<file path="config.mk">
export PLATFORM = sky130hd
export DESIGN_NAME = fault_signal
export DESIGN_NICKNAME = d
export VERILOG_FILES = /design/src/design/fault_signal_pkg.sv /design/src/design/fault_signal.sv
export SDC_FILE = /design/constraint.sdc
export NUM_CORES = 1
export LEC_CHECK = 0
export BUFFER_PORTS_ARGS = -buffer_cell sky130_fd_sc_hd__buf_2
export CAP_MARGIN = 10
export CORE_MARGIN = 1
export CORE_UTILIZATION = 43
export DETAILED_ROUTE_END_ITERATION = 10
export GPL_ROUTABILITY_DRIVEN = 0
export PLACE_DENSITY_LB_ADDON = 0.3
export SLEW_MARGIN = 0
export SYNTH_ARGS = -nofsm -noshare
export SYNTH_HDL_FRONTEND = slang
export SYNTH_SLANG_ARGS = --single-unit
</file>
<file path="constraint.sdc">
create_clock -name clock_i -period 5.5 [get_ports clock_i]
set_input_delay 0.825 -clock clock_i [delete_from_list [all_inputs] [get_ports clock_i]]
set_output_delay 0.825 -clock clock_i [all_outputs]
set_load 0.02 [all_outputs]
</file>
<file path="src/design/fault_signal_pkg.sv">
// Constants, register map and timing for the fault and maintenance signalling block.
package fault_signal_pkg;

  // Number of monitored fault sources and history depth.
  localparam int unsigned FAULT_N   = 8;
  localparam int unsigned HIST_N    = 16;

  // Clock and one-second timebase.
  localparam int unsigned CLK_PERIOD_NS = 10;
  localparam int unsigned SECOND_NS     = 1000000000;
  localparam int unsigned TICK_CYCLES   = SECOND_NS / CLK_PERIOD_NS;
  localparam int unsigned TICK_W        = 27;

  // Pulsed fault message timing in seconds.
  localparam logic [2:0] PULSE_ON_S  = 3'h2;
  localparam logic [2:0] PULSE_OFF_S = 3'h5;

  // Register byte offsets on the Avalon-MM slave.
  localparam logic [7:0] OFS_CFG      = 8'h00;
  localparam logic [7:0] OFS_CMD      = 8'h04;
  localparam logic [7:0] OFS_STATUS   = 8'h08;
  localparam logic [7:0] OFS_INTERVAL = 8'h0C;
  localparam logic [7:0] OFS_REMAIN   = 8'h10;
  localparam logic [7:0] OFS_REAGENT  = 8'h14;
  localparam logic [7:0] OFS_HISTCNT  = 8'h18;
  localparam logic [7:0] OFS_LOOP     = 8'h1C;
  localparam logic [1:0] HIST_PAGE    = 2'h1;

  // Command register bit positions, each a write-one pulse.
  localparam int unsigned CMD_HORN    = 0;
  localparam int unsigned CMD_CONFIRM = 1;
  localparam int unsigned CMD_MAN_ON  = 2;
  localparam int unsigned CMD_MAN_OFF = 3;
  localparam int unsigned CMD_FLUSH   = 4;
  localparam int unsigned CMD_LOOP    = 5;
  localparam int unsigned CMD_REAGENT = 6;

  // Status register field positions: the latched fault byte and the fields above the two fault bytes.
  localparam int unsigned ST_LATCH  = 8;
  localparam int unsigned ST_MAINT  = 16;
  localparam int unsigned ST_DUE    = 17;
  localparam int unsigned ST_MANUAL = 18;
  localparam int unsigned ST_FLUSH  = 19;
  localparam int unsigned ST_LOOP   = 20;
  localparam int unsigned ST_RELAY  = 21;

  // Reset values and fixed levels.
  localparam logic [31:0] INTERVAL_RST = 32'h0000_0000;
  localparam logic [6:0]  REAGENT_FULL = 7'h64;
  localparam logic [6:0]  REAGENT_LOW  = 7'h0A;
  localparam logic [31:0] LOOP_MIN_TXT = 32'h0000_0000;
  localparam logic [31:0] LOOP_MAX_TXT = 32'h0000_00C8;

  // Operating mode of the instrument.
  typedef enum logic [0:0] {
    MODE_AUTO   = 1'b0,
    MODE_MANUAL = 1'b1
  } mode_e;

endpackage

</file>
<file path="src/design/fault_signal.sv">
// Fault relay, maintenance relay, lamps, error history and manual mode control.
//
// Decided for this implementation: the register offsets and register access over Avalon-MM.
module fault_signal
  import fault_signal_pkg::*;
#(
  parameter int unsigned TICK_CYCLES_P = fault_signal_pkg::TICK_CYCLES
)
(
  // Clock and reset.
  input  wire logic                                  clock_i,
  input  wire logic                                  rst_n_i,
  // Avalon-MM slave.
  input  wire logic [7:0]                            avm_address_i,
  input  wire logic                                  avm_read_i,
  input  wire logic                                  avm_write_i,
  input  wire logic [31:0]                           avm_writedata_i,
  output logic      [31:0]                           avm_readdata_o,
  output logic                                       avm_waitrequest_o,
  // Fault and maintenance sources from the instrument.
  input  wire logic [fault_signal_pkg::FAULT_N-1:0]  fault_src_i,
  input  wire logic                                  dosing_fault_i,
  input  wire logic                                  soiling_fault_i,
  input  wire logic                                  analysis_busy_i,
  // Relays, lamps and manual-mode actuators.
  output logic                                       fault_relay_o,
  output logic                                       maint_relay_o,
  output logic                                       fault_lamp_o,
  output logic                                       maint_lamp_o,
  output logic                                       fault_text_o,
  output logic                                       analysis_enable_o,
  output logic                                       flush_valve_o,
  output logic                                       loop_max_o
);
  import fault_signal_pkg::*;

  // All state of the block in one record.
  typedef struct packed {
    logic [FAULT_N-1:0]        src_m;       // First synchroniser stage of fault pins.
    logic [FAULT_N-1:0]        src_s;       // Synchronised fault pins.
    logic [2:0]                aux_m;       // First stage of busy, dosing, soiling.
    logic [2:0]                aux_s;       // Synchronised busy, dosing, soiling.
    logic [FAULT_N-1:0]        src_prev;    // Previous sample for new-fault detection.
    logic [FAULT_N-1:0]        latched;     // Faults signalled and not yet cleared.
    logic [FAULT_N-1:0]        pend;        // New faults still to be written to history.
    logic [FAULT_N-1:0]        pulse_cfg;   // One means pulsed message, zero continuous.
    logic [TICK_W-1:0]         tick_cnt;    // Divider towards the one-second tick.
    logic [2:0]                pulse_sec;   // Position in the seven-second pulse cycle.
    logic [31:0]               interval;    // Programmed maintenance interval in seconds.
    logic [31:0]               remain;      // Seconds left until maintenance is due.
    logic                      date_due;    // Maintenance date reached.
    logic [6:0]                reagent;     // Reagent filling level in percent.
    mode_e                     mode;        // Automatic or manual operation.
    logic                      flush;       // Sampling-line flushing running.
    logic                      loop_max;    // Current loop forced to maximum.
    logic [HIST_N-1:0][2:0]    hist;        // Error history, fault index per entry.
    logic [3:0]                hist_wp;     // Next history slot.
    logic [4:0]                hist_cnt;    // Entries held, saturating at the depth.
    logic                      fault_relay; // One keeps the relay in its no-fault position.
    logic                      maint_relay; // One activates the maintenance relay.
    logic                      fault_lamp;  // Red lamp and fault text.
    logic                      maint_lamp;  // Yellow lamp.
    logic                      ack;         // Bus answer strobe.
    logic [31:0]               rdata;       // Read data held for the answer.
  } state_s;

  state_s s_q;  // Registered state.
  state_s s_d;  // Next state.

  // Bus decode, valid only in the answer cycle of a write, plus the request and the one-second tick.
  logic        wr_now;   // A write takes effect at this edge.
  logic [31:0] cmd;      // Command pulses of this cycle.
  logic        horn;     // Horn acknowledge key.
  logic        confirm;  // Maintenance confirm action.
  logic        tick;     // One-second enable pulse.
  logic        req;      // Master is requesting.

  assign req     = avm_read_i | avm_write_i;
  assign wr_now  = s_q.ack & avm_write_i;
  assign cmd     = (wr_now && avm_address_i == OFS_CMD) ? avm_writedata_i : 32'h0000_0000;
  assign horn    = cmd[CMD_HORN];
  assign confirm = cmd[CMD_CONFIRM];
  assign tick    = s_q.tick_cnt == TICK_W'(TICK_CYCLES_P - 1);

  // The slave stalls the first cycle of every request so read data come from a flop.
  assign avm_waitrequest_o = req & ~s_q.ack;
  assign avm_readdata_o    = s_q.rdata;

  // Outputs straight from the state record.
  assign fault_relay_o     = s_q.fault_relay;
  assign maint_relay_o     = s_q.maint_relay;
  assign fault_lamp_o      = s_q.fault_lamp;
  assign fault_text_o      = s_q.fault_lamp;
  assign maint_lamp_o      = s_q.maint_lamp;
  assign analysis_enable_o = s_q.mode == MODE_AUTO;
  assign flush_valve_o     = s_q.flush;
  assign loop_max_o        = s_q.loop_max;

  // Next-state logic for the whole block.
  always_comb
  begin
    logic               any_cont;
    logic               any_puls;
    logic               found;
    logic [FAULT_N-1:0] rise;
    logic               maint_req;
    logic               auto_m;
    any_cont  = 1'b0;
    any_puls  = 1'b0;
    found     = 1'b0;
    rise      = '0;
    maint_req = 1'b0;
    auto_m    = s_q.mode == MODE_AUTO;
    s_d       = s_q;

    // Two-flop synchronisers; the first stage feeds only the second.
    s_d.src_m = fault_src_i;
    s_d.src_s = s_q.src_m;
    s_d.aux_m = {soiling_fault_i, dosing_fault_i, analysis_busy_i};
    s_d.aux_s = s_q.aux_m;

    // Divider producing the one-second tick.
    s_d.tick_cnt = tick ? '0 : s_q.tick_cnt + TICK_W'(1);

    // Bus answer: one stall cycle, then waitrequest drops for one cycle.
    s_d.ack = req & ~s_q.ack;
    if (req && !s_q.ack)
    begin
      // Capture read data now so it stands at the answer edge; unmapped reads give zero.
      s_d.rdata = 32'h0000_0000;
      if (avm_address_i[7:6] == HIST_PAGE)
      begin
        s_d.rdata = {29'h0000_0000, s_q.hist[avm_address_i[5:2]]};
      end
      else
      begin
        unique case (avm_address_i)
          OFS_CFG:      s_d.rdata = {24'h00_0000, s_q.pulse_cfg};
          OFS_STATUS:   s_d.rdata = {10'h000, s_q.fault_relay, s_q.loop_max, s_q.flush,
                                     s_q.mode == MODE_MANUAL, s_q.date_due, s_q.maint_relay,
                                     s_q.latched, s_q.src_s};
          OFS_INTERVAL: s_d.rdata = s_q.interval;
          OFS_REMAIN:   s_d.rdata = s_q.remain;
          OFS_REAGENT:  s_d.rdata = {25'h000_0000, s_q.reagent};
          OFS_HISTCNT:  s_d.rdata = {27'h000_0000, s_q.hist_cnt};
          OFS_LOOP:     s_d.rdata = s_q.loop_max ? LOOP_MAX_TXT : LOOP_MIN_TXT;
          default:      s_d.rdata = 32'h0000_0000;
        endcase
      end
    end

    // Register writes take effect at the answer edge.
    if (wr_now)
    begin
      unique case (avm_address_i)
        OFS_CFG:      s_d.pulse_cfg = avm_writedata_i[FAULT_N-1:0];
        OFS_INTERVAL: s_d.interval  = avm_writedata_i;
        OFS_REAGENT:  s_d.reagent   = avm_writedata_i[6:0];
        default:      s_d.pulse_cfg = s_q.pulse_cfg;
      endcase
    end
    if (cmd[CMD_REAGENT])
    begin
      s_d.reagent = REAGENT_FULL;
    end

    // Manual mode is entered only in an analysis pause and left on request.
    if (cmd[CMD_MAN_ON] && auto_m && !s_q.aux_s[0])
    begin
      s_d.mode = MODE_MANUAL;
    end
    else if (cmd[CMD_MAN_OFF])
    begin
      s_d.mode     = MODE_AUTO;
      s_d.flush    = 1'b0;
      s_d.loop_max = 1'b0;
    end
    // Confirm keys act only while manual functions are selected.
    if (!auto_m && cmd[CMD_FLUSH])
    begin
      s_d.flush = ~s_q.flush;
    end
    if (!auto_m && cmd[CMD_LOOP])
    begin
      s_d.loop_max = ~s_q.loop_max;
    end

    // Fault inputs are frozen in manual mode so nothing new is latched then.
    if (auto_m)
    begin
      rise         = s_q.src_s & ~s_q.src_prev;
      s_d.src_prev = s_q.src_s;
    end
    // Horn clears only faults whose cause has gone; a new fault wins over the clear.
    s_d.latched = (s_q.latched & ~({FAULT_N{horn}} & ~s_q.src_s)) | rise;
    s_d.pend    = s_q.pend | rise;

    // One history entry per cycle, lowest pending fault first; oldest overwritten when full.
    for (int i = 0; i < FAULT_N; i++)
    begin
      if (s_q.pend[i] && !found)
      begin
        found                = 1'b1;
        s_d.pend[i]          = rise[i];
        s_d.hist[s_q.hist_wp] = 3'(i);
        s_d.hist_wp          = s_q.hist_wp + 4'h1;
        if (s_q.hist_cnt != 5'(HIST_N))
        begin
          s_d.hist_cnt = s_q.hist_cnt + 5'h01;
        end
      end
    end

    // Continuous and pulsed demands; limit violations are not a source here.
    any_cont = |(s_q.latched & ~s_q.pulse_cfg);
    any_puls = |(s_q.latched & s_q.pulse_cfg);

    // Pulse cycle counter restarts whenever no pulsed-only alarm is pending.
    if (!any_puls || any_cont)
    begin
      s_d.pulse_sec = 3'h0;
    end
    else if (tick)
    begin
      s_d.pulse_sec = (s_q.pulse_sec == PULSE_ON_S + PULSE_OFF_S - 3'h1) ? 3'h0
                                                                       : s_q.pulse_sec + 3'h1;
    end

    // Maintenance timer counts seconds while an interval is programmed.
    if (confirm)
    begin
      s_d.remain   = s_q.interval;
      s_d.date_due = 1'b0;
    end
    else if (wr_now && avm_address_i == OFS_INTERVAL)
    begin
      s_d.remain = avm_writedata_i;
    end
    else if (tick && s_q.interval != 32'h0000_0000)
    begin
      if (s_q.remain <= 32'h0000_0001)
      begin
        s_d.remain   = 32'h0000_0000;
        s_d.date_due = 1'b1;
      end
      else
      begin
        s_d.remain = s_q.remain - 32'h0000_0001;
      end
    end
    maint_req = (s_q.reagent <= REAGENT_LOW) | s_q.aux_s[1] | s_q.aux_s[2]
                | s_q.date_due;

    // Relays and lamps hold their last value while manual mode is active.
    if (auto_m)
    begin
      if (any_cont)
      begin
        s_d.fault_relay = 1'b0;
      end
      else if (any_puls)
      begin
        s_d.fault_relay = s_q.pulse_sec >= PULSE_ON_S;
      end
      else
      begin
        s_d.fault_relay = 1'b1;
      end
      s_d.fault_lamp  = |s_q.latched;
      s_d.maint_relay = maint_req;
      s_d.maint_lamp  = maint_req;
    end
  end

  // State register; reset empties the history and puts relays in fail-safe positions.
  always_ff @(posedge clock_i or negedge rst_n_i)
  begin
    if (!rst_n_i)
    begin
      s_q             <= '0;
      s_q.interval    <= INTERVAL_RST;
      s_q.reagent     <= REAGENT_FULL;
      s_q.mode        <= MODE_AUTO;
      s_q.fault_relay <= 1'b1;
    end
    else
    begin
      s_q <= s_d;
    end
  end

  // A continuous fault drives the relay to its fault position.
  property p_cont_hold;
    @(posedge clock_i) disable iff (!rst_n_i)
    (|(s_q.latched & ~s_q.pulse_cfg)) && s_q.mode == MODE_AUTO |=> !fault_relay_o;
  endproperty
  a_cont_hold: assert property (p_cont_hold) else $error("continuous fault not held");

  // A pulsed-only alarm is on in the first two seconds of the cycle.
  property p_pulse_on;
    @(posedge clock_i) disable iff (!rst_n_i)
    s_q.latched != '0 && (s_q.latched & ~s_q.pulse_cfg) == '0 && s_q.mode == MODE_AUTO
      && s_q.pulse_sec < PULSE_ON_S |=> !fault_relay_o;
  endproperty
  a_pulse_on: assert property (p_pulse_on) else $error("pulse on phase wrong");

  // A pulsed-only alarm is released in the remaining five seconds.
  property p_pulse_off;
    @(posedge clock_i) disable iff (!rst_n_i)
    s_q.latched != '0 && (s_q.latched & ~s_q.pulse_cfg) == '0 && s_q.mode == MODE_AUTO
      && s_q.pulse_sec >= PULSE_ON_S |=> fault_relay_o;
  endproperty
  a_pulse_off: assert property (p_pulse_off) else $error("pulse off phase wrong");

  // With nothing latched the relay returns to its energised position.
  property p_idle_energised;
    @(posedge clock_i) disable iff (!rst_n_i)
    s_q.latched == '0 && s_q.mode == MODE_AUTO |=> fault_relay_o && !fault_lamp_o;
  endproperty
  a_idle_energised: assert property (p_idle_energised) else $error("relay not energised");

  // An acknowledge never clears a fault whose source is still present.
  property p_ack_blocked;
    @(posedge clock_i) disable iff (!rst_n_i)
    horn && (s_q.latched & s_q.src_s) != '0 |=> s_q.latched != '0;
  endproperty
  a_ack_blocked: assert property (p_ack_blocked) else $error("active fault cleared");

  // Horn alone leaves an expired maintenance pending.
  property p_horn_no_maint;
    @(posedge clock_i) disable iff (!rst_n_i)
    horn && !confirm && s_q.date_due |=> s_q.date_due;
  endproperty
  a_horn_no_maint: assert property (p_horn_no_maint) else $error("horn cleared maintenance");

  // Confirmation reloads the interval and clears the due flag.
  property p_confirm_reload;
    @(posedge clock_i) disable iff (!rst_n_i)
    confirm |=> !s_q.date_due && s_q.remain == $past(s_q.interval);
  endproperty
  a_confirm_reload: assert property (p_confirm_reload) else $error("interval not restarted");

  // Manual mode never starts during a running analysis.
  property p_manual_pause;
    @(posedge clock_i) disable iff (!rst_n_i)
    $rose(s_q.mode) |-> !$past(s_q.aux_s[0]);
  endproperty
  a_manual_pause: assert property (p_manual_pause) else $error("manual entered in analysis");

  // A pending new fault grows the history by one entry.
  property p_hist_append;
    @(posedge clock_i) disable iff (!rst_n_i)
    s_q.pend != '0 && s_q.hist_cnt < 5'(HIST_N) |=> s_q.hist_cnt == $past(s_q.hist_cnt) + 5'h01;
  endproperty
  a_hist_append: assert property (p_hist_append) else $error("history not appended");

  // A latched fault lights the red lamp and the fault text in automatic mode.
  property p_fault_lamp;
    @(posedge clock_i) disable iff (!rst_n_i)
    s_q.latched != '0 && s_q.mode == MODE_AUTO |=> fault_lamp_o && fault_text_o;
  endproperty
  a_fault_lamp: assert property (p_fault_lamp) else $error("fault lamp dark");

  // Manual mode holds every relay and lamp at its last level.
  // Freezing them keeps a commissioning session from tripping the plant's alarm wiring.
  property p_manual_frozen;
    @(posedge clock_i) disable iff (!rst_n_i)
    s_q.mode == MODE_MANUAL |=> $stable(fault_relay_o) && $stable(maint_relay_o)
      && $stable(fault_lamp_o) && $stable(maint_lamp_o);
  endproperty
  a_manual_frozen: assert property (p_manual_frozen) else $error("outputs moved in manual");

  // A reached maintenance date keeps the maintenance contact closed, never pulsed.
  property p_maint_steady;
    @(posedge clock_i) disable iff (!rst_n_i)
    s_q.date_due && s_q.mode == MODE_AUTO |=> maint_relay_o && maint_lamp_o;
  endproperty
  a_maint_steady: assert property (p_maint_steady) else $error("maintenance not steady");

endmodule

</file>
==> flow_metrics.env <==
export IMPL_status="finished, final reports clean"
export IMPL_fp_dieArea_mm2=0.03052
export IMPL_drc=0
export IMPL_vdd_drop_max_mv=0.2753
export IMPL_synth_top_cell_by_area="dfrtp_1"
export IMPL_cp_end_kind="register"
export IMPL_post_route_period_util=0.6342
export IMPL_clk_latency_ps=560
export IMPL_grt_overflow_total=0
export IMPL_viasPerCell=6.076
export IMPL_worstSetupPathType="in -> reg"
export IMPL_syn_to_final_growth_pct=11.21
export IMPL_critical_path_slowest_cell="nand2_1"
export IMPL_crit_fanout=33
export IMPL_synth_top_cell_area_share=0.4839
export IMPL_leakagePower_nw=6.416
export IMPL_cts_hold_buffers=0
export IMPL_cap_violations=0
export IMPL_skew_ps=19.22
export IMPL_dpl_cell_area_mm2=0.01327
export IMPL_worstPathRequired_ps=5980
export IMPL_internal_power_mw=3.377
export IMPL_antenna_found_initial=4
export IMPL_syn_cell_area_mm2=0.01282
export IMPL_worstSetupStartpointType="input port"
export IMPL_cts_resized=0
export IMPL_slew_violations=0
export IMPL_clock_sinks=252
export IMPL_coreArea_mm2=0.02901
export IMPL_io_buffers=95
export IMPL_vias=10620
export IMPL_crit_family="simple AND/OR/NAND/NOR gates"
export IMPL_clkPwrFrac=0.428
export IMPL_grt_pass1_vias=10180
export IMPL_relSlewSlack=0.1976
export IMPL_max_freq_mhz=286.7
export IMPL_hold_class="reg -> reg"
export IMPL_syn_nets=1385
export IMPL_grt_start_max_net_pins=134
export IMPL_dr_pass1_iters=7
export IMPL_tns_ps=0
export IMPL_cts_buffers_inserted=28
export IMPL_switching_share=0.2678
export IMPL_slowest_delay_ps=910
export IMPL_rsz0062_at_grt="false"
export IMPL_path_common_cell="nand2_1"
export IMPL_grt_pass1_wl_um=57790
export IMPL_row_count=62
export IMPL_fin_nets=1407
export IMPL_drt_initial_drc_count=1169
export IMPL_seqPwrFrac=0.464
export IMPL_synth_cells=1320
export IMPL_crit_buf_inv=1
export IMPL_post_cts_buffers=0
export IMPL_yosysSeqAreaShare=0.4921
export IMPL_cts_max_level=1
export IMPL_synth_async_reset_ratio=1.000
export IMPL_dp_slack_ps=1505
export IMPL_cts_tree="built"
export IMPL_syn_area_per_cell_um2=9.715
export IMPL_start_util=0.4420
export IMPL_ys_seq_elements=252
export IMPL_grt_use_total=0.2392
export IMPL_synth_edf_count=0
export IMPL_worst_pin_slew_ps=1200
export IMPL_ant_nets=0
export IMPL_setup_viol=0
export IMPL_switchingPower_mw=1.235
export IMPL_ys_warn_count=0
export IMPL_fin_area_mm2=0.01426
export IMPL_finalWorstSetupSlack_ps=2012
export IMPL_drive_above_1_share=0.1579
export IMPL_hold_viol=0
export IMPL_io_pins=96
export IMPL_cts_root_buf="clkbuf_16"
export IMPL_power_density_mw_per_mm2=323.3
export IMPL_cts_buffer_depth=3
export IMPL_die_w_um=174.7
export IMPL_dieHeight_um=174.7
export IMPL_dp_cells=1696
export IMPL_drt_wl_total_um=35920
export IMPL_crit_chain="buf_2, or4_1, nor4_1, nand2_1, nand2_1, o32ai_1, a21oi_1"
export IMPL_clkTransAtPathRegs_ps=60
export IMPL_yosysUniqueCellTypes=84
export IMPL_instances_no_fill=1748
export IMPL_synthFlopType="dfrtp_1"
export IMPL_worstPathArrival_ps=3970
export IMPL_wire_per_inst_um=20.55
export IMPL_pwr_share_comb=0.107
export IMPL_dp_hpwl_um=24370
export IMPL_synth_area_top_cells="dfrtp_1, nand2_1, o21ai_0, mux4_2, nor2_1"
export IMPL_layout_min_cycle_time_ps=3488
==> path summary, 6_finish.rpt <==
kind	from	slack, ps	depth (start not counted)	end
setup / recovery	avm_address_i[1]	2010	7	s_q[124]
hold / removal	s_d[233]	340	0	s_q[233]
setup reg to reg	s_q[141]	2390	6	s_q[134]
hold reg to reg	s_d[233]	340	0	s_q[233]
max in group asynchronous	rst_n_i	3870	2	s_d[232]
min in group asynchronous	rst_n_i	360	1	s_q[188]
==> worst reg2reg max path, stage by stage, from the launching register on <==
cell,delay (ps)
dfrtp_1,450
nor4_1,550
and4_2,430
a2111o_1,540
nand2_1,540
a41oi_1,370
a22oi_1,90
==> stage by stage <==
step / hold slack, ps / power [mW] / utilization
floorplan: 331.2 / 2.439 / -
global placement: 331.0 / 2.644 / 0.4575
detailed placement: 334.7 / 2.659 / 0.4575
CTS: 345.8 / 4.632 / 0.4914
global route: 350.1 / 4.792 / 0.4915
finish: 344.1 / 4.611 / 0.4915
==> power by group through the flow <==
stage | clock [mW] | combinational, mW | sequential, mW
2_1_floorplan | 0 | 0.341 | 2.10
6_report | 1.98 | 0.494 | 2.14
5_1_grt | 2.08 | 0.556 | 2.16
3_3_place_gp | 0 | 0.484 | 2.16
4_1_cts | 2.00 | 0.496 | 2.13
3_5_place_dp | 0 | 0.495 | 2.16
==> cell usage after synthesis (6+ instances only) <==
master and number:
mux2i_1 9, nor4_1 26, o22ai_1 12, o31ai_1 8
buf_2 13, a22o_1 8, o21ai_0 146, a21o_1 11
nor2_1 89, nand2b_1 6, xnor2_1 18, o21a_1 7
clkbuf_1 52, nand2_1 202, buf_4 37, and3_1 14
o211ai_1 8, or4_1 13, mux2_2 9, or2_2 6
o22a_1 9, a222oi_1 14, mux4_2 16, inv_1 25
dfrtp_1 248, buf_1 6, ha_1 10, a22oi_1 25
a21oi_1 55, nand3_1 22, or3_1 6, nor2b_1 9
xor2_1 15, nand4_1 14, a31oi_1 25, o211a_1 10
nor3_1 21
==> placed cells by master (no fill, tap or decap), types with 18 or more instances in the layout <==
cell type | Yosys | layout
dfrtp_1 | 248 | 248
clkbuf_16 | 0 | 29
nand2_1 | 202 | 202
nand3_1 | 22 | 22
nor4_1 | 26 | 25
inv_1 | 25 | 25
buf_2 | 13 | 94
nor2_1 | 89 | 89
a31oi_1 | 25 | 25
o21ai_0 | 146 | 146
nor3_1 | 21 | 20
a22oi_1 | 25 | 25
xnor2_1 | 18 | 18
a21oi_1 | 55 | 55
==> metal layers <==
layer | track usage | vias up | share of wire
li1 | - | 4852 | -
met1 | 0.3441 | 5223 | 0.44
met2 | 0.3502 | 456 | 0.43
met3 | 0.05331 | 84 | 0.093
met4 | 0.09275 | 6 | 0.034
met5 | 0 | - | 0.0012
==> kinds of logic after synthesis <==
family | synth area share
fa+ha+maj | 0.009757
xor+xnor | 0.02254
mux | 0.04303
compound gates | 0.1941
buf+inv | 0.05600
flops | 0.4921
simple gates | 0.1825
==> flip-flops by register name (all words and copies together), names as in the netlist <==
signal          flops
loop_max_o          1
maint_lamp_o        1
s_d                11
flush_valve_o       1
fault_lamp_o        1
s_q               204
fault_relay_o       1
avm_readdata_o     32
==> area by class of cell <==
type	count	area, um2
fillers	2711	14750
flip-flops and latches	252	6311
multi-input cells	929	5811
clock buffers	46	909.6
repair buffers	105	573.1
well taps	384	480.5
inverters	26	97.59
clock inverters	4	73.82
diodes	2	5.005
Note: power is estimated with default switching activity, not from simulation.
